$ cat src/srtc_pkg.sv
// Purpose: Constants for the seconds clock with alarm and trim
// Assumes: APB with 32-bit data, one register per word index
// Notes:   Byte address of a register is four times its index
package srtc_pkg;
    // ========================================
    // Register indices (byte address = index * 4)
    localparam logic [15:0] IDX_SECURITY   = 16'h4008;
    localparam logic [15:0] IDX_INT_STATUS = 16'h4011;
    localparam logic [15:0] IDX_INT_MASK   = 16'h4019;
    localparam logic [15:0] IDX_TAMPER_TAG = 16'h4020;
    localparam logic [15:0] IDX_SECS_HIGH  = 16'h4021;
    localparam logic [15:0] IDX_SECS_LOW   = 16'h4022;
    localparam logic [15:0] IDX_ALARM_HIGH = 16'h4023;
    localparam logic [15:0] IDX_ALARM_LOW  = 16'h4024;
    localparam logic [15:0] IDX_CONTROL    = 16'h4025;
    localparam logic [15:0] IDX_FREQ_CORR  = 16'h4026;

    // ========================================
    // Field positions
    localparam int BIT_TIME_SET   = 15;
    localparam int BIT_SYNC_BUSY  = 14;
    localparam int BIT_ALARM_ARM  = 10;
    localparam int BIT_ALARM_FLAG = 2;
    localparam int CORR_W         = 10;

    // ========================================
    // Reset values
    localparam logic [31:0] SECS_RST   = 32'h0000_0000;
    localparam logic [31:0] ALARM_RST  = 32'h0000_0000;
    localparam logic [15:0] TAG_RST    = 16'h0000;
    localparam logic [9:0]  CORR_RST   = 10'h000;
    localparam logic        MASK_RST   = 1'b1;
    // Arbitrary nonzero seed for the tag generator
    localparam logic [15:0] LFSR_SEED  = 16'hace1;
    // Arbitrary unlock code for the security register
    localparam logic [15:0] UNLOCK_CODE = 16'h5a5a;

    // ========================================
    // Timing: trim works in 1/64 of an oscillator cycle
    localparam int          OSC_HZ       = 32768;
    localparam int          FRAC_BITS    = 6;
    localparam logic [22:0] OSC_STEP     = 23'h000040;
    localparam logic [22:0] NOMINAL_UNITS =
        23'(OSC_HZ * (1 << FRAC_BITS));
    localparam int          HOUR_S       = 3600;
    localparam logic [11:0] HOUR_LAST    = 12'(HOUR_S - 1);
    localparam logic [3:0]  MAX_UPDATES  = 4'h8;
endpackage : srtc_pkg

$ cat src/srtc_top.sv
// Purpose: Seconds counter with trim, alarm and tamper tag behind APB
// Assumes: osc_in is a 32.768 kHz level already synchronous to pclk
// Notes:   pready is always high; every access completes in two cycles
`timescale 1ns/1ps

// Function
// RULE_01: Count seconds in 32 bits from oscillator
// RULE_02: Seconds halves readable, writable at two indices
// RULE_03: Seconds count resets to zero at power-up
// RULE_04: Time-set flag cleared at reset, sticky on write
// RULE_05: Sync busy while update crosses to oscillator
// RULE_06: Software waits for busy clear before writing
// RULE_07: Tamper tag reloads randomly on seconds writes
// RULE_08: At most eight seconds updates per hour
// RULE_09: Alarm time in two halves, reset zero
// RULE_10: Armed alarm fires when count equals alarm
// RULE_11: Alarm requests wake in sleep, on in off
// RULE_12: Software disarms alarm while changing its time
// RULE_13: Correction is signed four-dot-six hertz value
// RULE_14: Correction keeps one-second tick accurate
// RULE_15: Correction writes need unlocked security key
// RULE_16: Counter never stops in any power state
// RULE_17: Alarm flag sticky, write-one clear, masked default
// RULE_18: Trim stretches second in fractional cycle steps
module srtc_top (
    // APB clock and reset
    input  wire logic        pclk,
    input  wire logic        presetn,
    // APB slave
    input  wire logic        psel,
    input  wire logic        penable,
    input  wire logic        pwrite,
    input  wire logic [17:0] paddr,
    input  wire logic [31:0] pwdata,
    output logic      [31:0] prdata,
    output logic             pready,
    output logic             pslverr,
    // Oscillator and power state
    input  wire logic        osc_in,
    input  wire logic        pwr_sleep,
    input  wire logic        pwr_off,
    // Alarm outputs
    output logic             alarm_irq,
    output logic             wake_req,
    output logic             on_req
);
    // ========================================
    // Address decode
    function automatic logic is_idx(input logic [17:0] a,
                                    input logic [15:0] idx);
        is_idx = (a[1:0] == 2'h0) && (a[17:2] == idx);
    endfunction : is_idx

    logic        acc_wr;
    logic        sel_sec;
    logic        sel_tag;
    logic        sel_sech;
    logic        sel_secl;
    logic        sel_almh;
    logic        sel_alml;
    logic        sel_ctl;
    logic        sel_corr;
    logic        sel_ists;
    logic        sel_imsk;
    logic        mapped;

    assign acc_wr   = psel & penable & pwrite;
    assign sel_sec  = is_idx(paddr, srtc_pkg::IDX_SECURITY);
    assign sel_tag  = is_idx(paddr, srtc_pkg::IDX_TAMPER_TAG);
    assign sel_sech = is_idx(paddr, srtc_pkg::IDX_SECS_HIGH);
    assign sel_secl = is_idx(paddr, srtc_pkg::IDX_SECS_LOW);
    assign sel_almh = is_idx(paddr, srtc_pkg::IDX_ALARM_HIGH);
    assign sel_alml = is_idx(paddr, srtc_pkg::IDX_ALARM_LOW);
    assign sel_ctl  = is_idx(paddr, srtc_pkg::IDX_CONTROL);
    assign sel_corr = is_idx(paddr, srtc_pkg::IDX_FREQ_CORR);
    assign sel_ists = is_idx(paddr, srtc_pkg::IDX_INT_STATUS);
    assign sel_imsk = is_idx(paddr, srtc_pkg::IDX_INT_MASK);
    assign mapped   = sel_sec | sel_tag | sel_sech | sel_secl | sel_almh
                    | sel_alml | sel_ctl | sel_corr | sel_ists | sel_imsk;
    assign pready   = 1'b1;
    assign pslverr  = psel & penable & ~mapped;

    // ========================================
    // State
    logic [31:0] secs_q;
    logic [31:0] alarm_q;
    logic [15:0] tag_q;
    logic [15:0] lfsr_q;
    logic [9:0]  corr_q;
    logic        unlocked_q;
    logic        time_set_q;
    logic        busy_q;
    logic        arm_q;
    logic        flag_q;
    logic        mask_q;
    logic        hit_q;
    logic        osc_q;
    logic [22:0] acc_q;
    logic [11:0] hour_q;
    logic [3:0]  upd_q;
    logic [31:0] prdata_q;
    logic        wake_q;
    logic        on_q;

    // ========================================
    // Trimmed one-second tick
    // Phase accumulator in 1/64 cycle units: a second ends once
    // 32768 + correction/64 oscillator cycles have been counted, so the
    // fractional part spreads over successive seconds.
    logic        osc_rise;
    logic [22:0] acc_sum;
    logic [22:0] acc_limit;
    logic        tick;
    logic [22:0] acc_d;

    assign osc_rise  = osc_in & ~osc_q;
    assign acc_sum   = acc_q + srtc_pkg::OSC_STEP; // RULE_18
    assign acc_limit = srtc_pkg::NOMINAL_UNITS
                     + {{13{corr_q[9]}}, corr_q}; // RULE_13 RULE_14
    assign tick      = osc_rise & (acc_sum >= acc_limit); // RULE_14
    assign acc_d     = !osc_rise ? acc_q
                     : tick ? acc_sum - acc_limit : acc_sum; // RULE_18

    // ========================================
    // Write qualification
    logic        wr_sech;
    logic        wr_secl;
    logic        wr_secs;
    logic        limit_hit;
    logic        secs_ok;
    logic        hour_end;
    logic        wr_sync;

    assign wr_sech   = acc_wr & sel_sech;
    assign wr_secl   = acc_wr & sel_secl;
    assign wr_secs   = wr_sech | wr_secl;
    assign limit_hit = (upd_q == srtc_pkg::MAX_UPDATES); // RULE_08
    assign secs_ok   = wr_secs & ~limit_hit; // RULE_08
    assign hour_end  = tick & (hour_q == srtc_pkg::HOUR_LAST);
    assign wr_sync   = acc_wr & (sel_sech | sel_secl | sel_almh
                                 | sel_alml | sel_ctl | sel_corr);

    logic [31:0] secs_d;
    assign secs_d = (wr_sech & secs_ok) ? {pwdata[15:0], secs_q[15:0]}
                  : (wr_secl & secs_ok) ? {secs_q[31:16], pwdata[15:0]}
                  : tick ? secs_q + 32'h0000_0001 : secs_q; // RULE_01

    // ========================================
    // Alarm
    logic        hit;
    logic        alarm_rise;
    logic        flag_clr;

    assign hit        = arm_q & (secs_q == alarm_q); // RULE_10
    assign alarm_rise = hit & ~hit_q;
    assign flag_clr   = acc_wr & sel_ists & pwdata[srtc_pkg::BIT_ALARM_FLAG];
    assign alarm_irq  = flag_q & ~mask_q; // RULE_17
    assign wake_req   = wake_q;
    assign on_req     = on_q;

    // ========================================
    // Read mux
    logic [15:0] rd_word;
    logic [15:0] ctl_word;

    assign ctl_word = {time_set_q, busy_q, 3'h0, arm_q, 10'h000};
    assign rd_word  = sel_tag  ? tag_q
                    : sel_sech ? secs_q[31:16]
                    : sel_secl ? secs_q[15:0]
                    : sel_almh ? alarm_q[31:16]
                    : sel_alml ? alarm_q[15:0]
                    : sel_ctl  ? ctl_word
                    : sel_corr ? {6'h00, corr_q}
                    : sel_ists ? {13'h0000, flag_q, 2'h0}
                    : sel_imsk ? {13'h0000, mask_q, 2'h0}
                    : sel_sec  ? {15'h0000, unlocked_q}
                    : 16'h0000;
    assign prdata   = prdata_q;

    // ========================================
    // Counter, trim and tick state
    // Nothing here gates on power state: the count runs always.
    always_ff @(posedge pclk or negedge presetn) begin
        if (!presetn) begin
            secs_q <= srtc_pkg::SECS_RST; // RULE_03
            acc_q  <= 23'h000000;
            osc_q  <= 1'b0;
        end else begin
            secs_q <= secs_d; // RULE_01 RULE_16
            acc_q  <= acc_d;
            osc_q  <= osc_in;
        end
    end

    // ========================================
    // Write limiter and tamper tag
    // Window restarts every hour of trimmed ticks counted from reset
    // Tag samples a free-running generator, never a sequence count
    always_ff @(posedge pclk or negedge presetn) begin
        if (!presetn) begin
            hour_q <= 12'h000;
            upd_q  <= 4'h0;
            tag_q  <= srtc_pkg::TAG_RST;
            lfsr_q <= srtc_pkg::LFSR_SEED;
        end else begin
            if (tick)
                hour_q <= hour_end ? 12'h000 : hour_q + 12'h001;
            if (hour_end)
                upd_q <= 4'h0; // RULE_08
            else if (secs_ok)
                upd_q <= upd_q + 4'h1; // RULE_08
            lfsr_q <= {lfsr_q[14:0],
                       lfsr_q[15] ^ lfsr_q[14] ^ lfsr_q[12] ^ lfsr_q[3]};
            if (secs_ok)
                tag_q <= lfsr_q; // RULE_07
        end
    end

    // ========================================
    // Software controlled registers
    // Writes apply at once; busy covers the hand-over to the next
    // oscillator edge, where the change becomes visible to the tick.
    always_ff @(posedge pclk or negedge presetn) begin
        if (!presetn) begin
            alarm_q    <= srtc_pkg::ALARM_RST;
            corr_q     <= srtc_pkg::CORR_RST;
            unlocked_q <= 1'b0;
            time_set_q <= 1'b0;
            busy_q     <= 1'b0;
            arm_q      <= 1'b0;
            mask_q     <= srtc_pkg::MASK_RST;
        end else begin
            if (acc_wr & sel_almh)
                alarm_q[31:16] <= pwdata[15:0]; // RULE_09
            if (acc_wr & sel_alml)
                alarm_q[15:0] <= pwdata[15:0]; // RULE_09
            if (acc_wr & sel_ctl)
                arm_q <= pwdata[srtc_pkg::BIT_ALARM_ARM];
            if (acc_wr & sel_imsk)
                mask_q <= pwdata[srtc_pkg::BIT_ALARM_FLAG];
            if (acc_wr & sel_sec)
                unlocked_q <= (pwdata[15:0] == srtc_pkg::UNLOCK_CODE);
            if (acc_wr & sel_corr & unlocked_q)
                corr_q <= pwdata[9:0]; // RULE_15
            if (wr_secs)
                time_set_q <= 1'b1; // RULE_04
            if (wr_sync)
                busy_q <= 1'b1; // RULE_05
            else if (osc_rise)
                busy_q <= 1'b0; // RULE_05
        end
    end

    // ========================================
    // Alarm flag, requests and read data
    always_ff @(posedge pclk or negedge presetn) begin
        if (!presetn) begin
            flag_q   <= 1'b0;
            hit_q    <= 1'b0;
            wake_q   <= 1'b0;
            on_q     <= 1'b0;
            prdata_q <= 32'h0000_0000;
        end else begin
            hit_q  <= hit;
            // Set wins over a simultaneous write-one clear
            flag_q <= alarm_rise | (flag_q & ~flag_clr); // RULE_17
            wake_q <= alarm_rise & pwr_sleep; // RULE_11
            on_q   <= alarm_rise & pwr_off; // RULE_11
            if (psel & ~penable)
                prdata_q <= {16'h0000, rd_word}; // RULE_02
        end
    end

    // ========================================
    // Checks
    time_step_a: assert property ( // RULE_01
        @(posedge pclk) disable iff (!presetn)
        tick & ~wr_secs |=> secs_q == $past(secs_q) + 32'h0000_0001)
        else $error("seconds did not step on tick");

    idle_hold_a: assert property ( // RULE_16
        @(posedge pclk) disable iff (!presetn)
        ~tick & ~wr_secs |=> $stable(secs_q))
        else $error("seconds moved without tick or write");

    set_sticky_a: assert property ( // RULE_04
        @(posedge pclk) disable iff (!presetn)
        wr_secs |=> time_set_q [*4])
        else $error("time-set flag not sticky");

    busy_flag_a: assert property ( // RULE_05
        @(posedge pclk) disable iff (!presetn)
        wr_sync |=> busy_q)
        else $error("busy not raised by register write");

    busy_clear_a: assert property ( // RULE_05
        @(posedge pclk) disable iff (!presetn)
        osc_rise & ~wr_sync |=> ~busy_q)
        else $error("busy not cleared on oscillator edge");

    tag_load_a: assert property ( // RULE_07
        @(posedge pclk) disable iff (!presetn)
        secs_ok |=> tag_q == $past(lfsr_q))
        else $error("tamper tag not reloaded");

    write_limit_a: assert property ( // RULE_08
        @(posedge pclk) disable iff (!presetn)
        wr_secs & limit_hit & ~tick |=> $stable(secs_q) && $stable(tag_q))
        else $error("write accepted past hourly limit");

    update_cap_a: assert property ( // RULE_08
        @(posedge pclk) disable iff (!presetn)
        upd_q <= srtc_pkg::MAX_UPDATES)
        else $error("hourly update count past its limit");

    alarm_arm_a: assert property ( // RULE_10
        @(posedge pclk) disable iff (!presetn)
        ~arm_q & ~flag_q & ~flag_clr |=> ~flag_q)
        else $error("alarm flag set while disarmed");

    alarm_fire_a: assert property ( // RULE_10
        @(posedge pclk) disable iff (!presetn)
        hit & ~hit_q |=> flag_q)
        else $error("armed match did not set flag");

    wake_req_a: assert property ( // RULE_11
        @(posedge pclk) disable iff (!presetn)
        alarm_rise & pwr_sleep |=> wake_req ##1 ~wake_req)
        else $error("wake request not one pulse");

    on_req_a: assert property ( // RULE_11
        @(posedge pclk) disable iff (!presetn)
        alarm_rise & pwr_off |=> on_req ##1 ~on_req)
        else $error("on request not one pulse");

    trim_lock_a: assert property ( // RULE_15
        @(posedge pclk) disable iff (!presetn)
        acc_wr & sel_corr & ~unlocked_q |=> $stable(corr_q))
        else $error("correction written while locked");

    flag_clear_a: assert property ( // RULE_17
        @(posedge pclk) disable iff (!presetn)
        flag_clr & ~alarm_rise |=> ~flag_q)
        else $error("write-one did not clear flag");
endmodule : srtc_top

$ cat config.mk
export PLATFORM = sky130hd
export DESIGN_NAME = srtc_top
export DESIGN_NICKNAME = d
export VERILOG_FILES = /design/src/srtc_pkg.sv /design/src/srtc_top.sv
export SDC_FILE = /design/constraint.sdc
export NUM_CORES = 1
export LEC_CHECK = 0
export BUFFER_PORTS_ARGS = -buffer_cell sky130_fd_sc_hd__buf_2
export CAP_MARGIN = 20
export CORE_MARGIN = 2
export CORE_UTILIZATION = 61
export DETAILED_ROUTE_END_ITERATION = 8
export GPL_ROUTABILITY_DRIVEN = 0
export MAX_ROUTING_LAYER = met4
export PLACE_DENSITY = 0.9
export SYNTH_ARGS = -nofsm -noshare
export SYNTH_HDL_FRONTEND = slang
export SYNTH_SLANG_ARGS = --single-unit
$ cat constraint.sdc
create_clock -name pclk -period 11.72 [get_ports pclk]
set_input_delay 1.172 -clock pclk [delete_from_list [all_inputs] [get_ports pclk]]
set_output_delay 1.172 -clock pclk [all_outputs]
set_load 0.01 [all_outputs]
---- Yosys cells after proc, flatten, opt, wreduce, memory -nomap -nowiden ----
Cells that the tools add are included.
cells by class
  muxes and demuxes ....................... 19
  $lt $le $gt $ge ......................... 1
  bitwise gates (word level) .............. 55
  shift operators ......................... 0
  add/subtract/negate cells ............... 6
  div/mod/pow operators ................... 0
  reduce and logical (&&, ||, !) cells .... 17
  $mul .................................... 0
  eq/ne operators ......................... 15
operators by type and width
  operator                                                           number
  16-bit by 15-bit == test with 1-bit output, second input constant  11
  16-bit two-way mux                                                 6
  32-bit two-way mux                                                 3
  32-bit by 1-bit adder with 32-bit output, second input constant    1
  32-bit == test                                                     1
  1-bit bitwise AND                                                  28
  22-bit by 23-bit adder with 23-bit output, first input constant    1
  23-bit by 7-bit adder with 23-bit output, second input constant    1
  23-bit >= comparator                                               1
  23-bit two-way mux                                                 1
  23-bit subtractor                                                  1
  1-bit bitwise OR                                                   16
  12-bit by 1-bit adder with 12-bit output, second input constant    1
  12-bit == test, second input constant                              1
  12-bit two-way mux                                                 1
  1-bit logical AND                                                  10
  10-bit two-way mux                                                 1
  4-bit two-way mux                                                  2
  1-bit inverter                                                     8
  2-bit nonzero test                                                 4
  3-bit two-way mux                                                  2
  4-bit by 1-bit adder with 4-bit output, second input constant      1
  4-bit == test, second input constant                               1
  2-bit AND reduction                                                2
  other kinds (4)                                                    8
word-level totals
  bits in registers ....................... 171
  ROM bits ................................ 0
  bits in latches ......................... 0
  memories ................................ 0
  word-level logic and storage cells ...... 134
  RAM bits ................................ 0

---- Logic depth before layout (Yosys ltp) ----
  depth in word-level cells ............... 13
  depth in mapped cells ................... 16

---- Least setup slack after synthesis ----
No wires, ideal clock.
  path kind ............................... input to output
  start ................................... input port paddr[15]
  end ..................................... output port pslverr
  data required time ...................... 10.548 ns
  data arrival time ....................... 2.986 ns
  buffers on the path ..................... 1
  cell stages on the path ................. 8
  path slack .............................. 7.562 ns
  cell sequence ........................... or4b_4 nor3_1 nand2_1 nor2_1 clkbuf_1 nor2_1 nand4_1 nor3_1
between the ends
  cells in the longest elaborated chain, start to end .. 13
  elaborated cells between the ends (all ways) .. 31
  classes of those cells .................. eq/ne (10); bitwise (11); reduce/logical (10)
ends and longest elaborated chain
  what                                        RTL line        RTL
  start: declaration                          srtc_top.sv:33  input wire logic [17:0] paddr,
  16-bit by 15-bit == test with 1-bit output  srtc_top.sv:51  is_idx = (a[1:0] == 2'h0) && (a[17:2] == idx);
  1-bit logical AND                           srtc_top.sv:51
  1-bit bitwise OR (4 in a row)               srtc_top.sv:78  assign mapped = sel_sec | sel_tag | sel_sech | sel_secl | sel_almh
  1-bit bitwise OR (4 in a row)               srtc_top.sv:79  | sel_alml | sel_ctl | sel_corr | sel_ists | sel_imsk;
  1-bit bitwise OR (*)                        srtc_top.sv:79
  1-bit inverter (*)                          srtc_top.sv:81  assign pslverr = psel & penable & ~mapped;
  1-bit bitwise AND (*)                       srtc_top.sv:81
  end: declaration                            srtc_top.sv:37  output logic pslverr,
Mark *: on every way between the ends. The rest lies on a longest branch, timed or not.

---- Worst setup path after layout ----
  start ................................... register acc_q[8]
  end ..................................... register secs_q[11]
between the ends
  cells in the longest elaborated chain, start to end .. 5
ends and longest elaborated chain
  what                                      RTL line         RTL
  start: declaration                        srtc_top.sv:98   logic [22:0] acc_q;
  start signal: assignment                  srtc_top.sv:186  acc_q <= 23'h000000;
  start signal: assignment                  srtc_top.sv:190  acc_q <= acc_d;
  23-bit by 7-bit adder with 23-bit output  srtc_top.sv:117  assign acc_sum = acc_q + srtc_pkg::OSC_STEP;
  23-bit >= comparator                      srtc_top.sv:120  assign tick = osc_rise & (acc_sum >= acc_limit);
  1-bit bitwise AND                         srtc_top.sv:120
  2-bit nonzero test (no line)              --
  2-bit AND reduction (no line)             --
  end signal: assignment                    srtc_top.sv:185  secs_q <= srtc_pkg::SECS_RST;
  end signal: assignment                    srtc_top.sv:189  secs_q <= secs_d;
  end: declaration                          srtc_top.sv:85   logic [31:0] secs_q;
No other way between the ends.
A chain may end at the register's enable or synchronous reset.

==> impl_metrics.json <==
{
  "fin_area_sq_mm": 0.0110,
  "leakage_nw": 4.96,
  "comb_power_share_pct": 25.0,
  "synthTopCellsByArea": "dfrtp_1 (41%), nand2_1 (6.5%), xnor2_1 (5.2%), o21ai_0 (4.4%), mux2_2 (3.6%)",
  "syn_to_final_growth_pct": 10.0,
  "core_area_sq_mm": 0.0159,
  "ioPinCount": 95,
  "fin_nets": 1225,
  "yosys_warnings": 0,
  "synth-edff-count": 0,
  "multiInputGateArea_sq_mm": 0.00533,
  "cts_hold_buffers": 0,
  "viasPerCell": 6.61,
  "power.density_mw_per_mm2": 154,
  "switching_share_pct": 35.1,
  "numCtsBuffers": 17,
  "tns_ns": 0,
  "drive_above_1_share_pct": 14.1,
  "p_int_mw": 1.10,
  "ctsRootBufferMaster": "clkbuf_16",
  "io_buffer_count": 61,
  "grt_pass1_vias": 8703,
  "rsz0062_at_grt": "false",
  "yosysSeqAreaShare_pct": 42.9,
  "route.detailed.drc": 0,
  "pre_cts_ws_ns": 6.36,
  "cts_buffer_depth": 2,
  "worstHoldPathType": "reg -> reg",
  "power_frac_seq_pct": 41.6,
  "synth_top_area_cell": "dfrtp_1",
  "hold_viol_final": 0,
  "fin_skew_ns": 0.00996,
  "hold_depth": 0,
  "grtUsageTotal_pct": 33.4,
  "overflow": 0,
  "totalWireLength_um": 28100,
  "cts_tree": "built",
  "ant_nets": 0,
  "crit_arrival_ns": 5.84,
  "clk_latency_ns": 0.44,
  "drv_slew": 0,
  "dr.pass1.iters": 7,
  "post_cts_resized": 0,
  "worstReg2RegStart": "acc_q[8]",
  "die_h_um": 132,
  "crit_chain": "and4_1, nand2_1, nor4_1, and3_1, xor2_1, ha_1, nand3_1, nor4_1, and3_1, or4_1, o21a_1, o21ai_1, o21ai_0",
  "fin_crit_ns": 5.56,
  "p_sw_uw": 596,
  "core.rowCount": 46,
  "grt_max_degree": 97,
  "fin_crit_sh_pct": 47.5,
  "synthCells": 1098,
  "outcome": "finished, final reports clean",
  "r2r_end": "secs_q[11]",
  "path_buf_inv": 0,
  "hpwl_um": 18800,
  "crit_path_end_kind": "flip-flop",
  "worstSetupPathType": "reg -> reg",
  "antenna_found_initial": 0,
  "max_stage_delay_ns": 1.01,
  "ir_drop_uv": 127,
  "ff2ff_setup_slack_ns": 6.16,
  "worst_pin_slew_ns": 1.12,
  "dieArea_sq_mm": 0.0174,
  "yosysTopAreaCellShare_pct": 40.5,
  "ys_async_sr_fraction_pct": 100,
  "cts_num_sinks": 171,
  "crit_fanout": 22,
  "syn_area_sq_mm": 0.0100,
  "finalSetupViolCount": 0,
  "maxCapViolCount": 0,
  "critPathLaunchType": "flip-flop",
  "regArea_sq_mm": 0.00429,
  "worst_hold_slack_ns": 0.359,
  "min_to": "lfsr_q[7]",
  "ys_ff_latch": 171,
  "grt_pass1_wl_um": 44800,
  "place_area_sq_mm": 0.0104,
  "antenna_cells": 0,
  "pwr-share-clk_pct": 33.4,
  "timing.final.ws_setup_ns": 6.16,
  "cp.required_ns": 11.99,
  "ys.flop_type": "dfrtp_1",
  "postCtsSetupBuffers": 0,
  "reg2reg_depth": 13,
  "clkSlewWorstSetupHoldPaths_ns": 0.07,
  "n_fill_cell": 1166,
  "dieWidth_um": 132,
  "cp_slowest_cell": "o21ai_1",
  "wl_per_cell_um": 20.6,
  "start_util_pct": 62.8,
  "crit_family": "simple AND/OR/NAND/NOR gates",
  "max_freq_mhz": 180,
  "htree_levels": 4,
  "hold_start": "lfsr_q[6]",
  "avgSynthCellArea_sq_um": 9.11,
  "drt_iter0_drc": 1244,
  "slew_headroom_pct": 25.1,
  "fin_cells": 1368,
  "synth_cell_types": 74,
  "route.vias.total": 9040,
  "dp_cells": 1336
}
[layout make-up]
cell class                 count  share of cell area, %
clock buffer                  18                   3.90
clock inverter                14                   1.39
inverter                      34                   1.16
multi-input combinational    841                   48.4
sequential                   171                   39.0
tap                          216                   2.46
timing repair buffer          74                   3.72
[cells by family after synthesis]
group	Yosys count	synth area share (%)
multiplexers	48	5.25
flip-flops	171	42.9
other	2	0.0751
AO/OA/AOI/OAI	244	15.8
XOR/XNOR	87	7.62
adder cells (fa/ha/maj)	28	3.58
buffers and inverters	101	4.58
AND/OR/NAND/NOR	417	20.2
[cell usage after synthesis (all sizes together) (9+ instances only)]
cell	instances
inv	34
a21oi	50
nor3	39
xnor2	59
and3	15
nand2b	10
o21ai	92
nand4	29
a221o	13
o21a	10
nand3	40
ha	27
xor2	28
mux2	33
nor2	57
nor4	19
o311ai	13
dfrtp	162
clkbuf	36
a221oi	14
nand2	175
mux2i	15
dfstp	9
buf	31
[cells in the final DEF (no fill, tap or decap), types with 6 or more instances in the layout]
cell type	instances
inv_1	34
and3_1	15
clkbuf_16	17
buf_2	60
nand2b_1	10
nand2_1	174
nor4_1	17
a21o_1	7
a222oi_1	6
xnor2_1	59
mux2i_1	15
dfrtp_1	162
a21oi_1	50
mux2_2	32
or4_1	7
nor3_1	35
nor2_1	56
a221oi_1	14
o21ai_0	88
o21a_1	10
ha_1	27
nand3_1	40
buf_4	13
nand4_1	28
dfstp_2	9
a221o_1	13
xor2_1	28
o311ai_0	13
conb_1	17
[flip-flops by register name, indices dropped and copies added (netlist names), 4 cells and up]
name and count:
acc_q 23, alarm_q 32, corr_q 10, hour_q 12
lfsr_q 16, prdata 16, secs_q 32, tag_q 16
upd_q 4
[per-layer routing]
metal,track usage (%),share of wire (%),routed length [um]
met1,39.8,37,10400
met2,52.5,47,13300
met3,8.15,10,2820
met4,18.2,5.6,1590
met5,-,0,0
[worst reg2reg max path: cells and delay by family, from the launching register on]
kind	cells	cell delay (ns)
AOI/OAI and AO/OA	3	1.87
xor gates and xnor gates	1	0.17
DFF	1	0.46
adders and majority gates	1	0.31
and+or+nand+nor	8	2.60
[metrics by stage]
step	util (%)	power [mW]
global placement	65.4	1.10
detailed placement	65.4	1.12
global route	69.0	1.78
floorplan	-	1.01
finish	69.0	1.70
CTS	69.0	1.68
[how the worst max path moves through the flow]
stage               from         end  slack (ns)  depth (start not counted)
2_1_floorplan  paddr[15]     pslverr        7.56                          8
3_3_place_gp    acc_q[8]   secs_q[8]        6.53                         13
3_5_place_dp    acc_q[8]   secs_q[7]        6.36                         13
4_1_cts         acc_q[8]   secs_q[7]        6.33                         13
5_1_grt         acc_q[8]  secs_q[11]        5.85                         13
6_report        acc_q[8]  secs_q[11]        6.16                         13
[power by group through the flow]
stage | combinational [mW] | sequential (mW) | clock (mW)
2_1_floorplan | 0.318 | 0.693 | 0
3_3_place_gp | 0.391 | 0.712 | 0
3_5_place_dp | 0.407 | 0.715 | 0
4_1_cts | 0.413 | 0.705 | 0.566
5_1_grt | 0.469 | 0.715 | 0.592
6_report | 0.425 | 0.708 | 0.567
No activity file was read; power rests on OpenSTA's default activity.
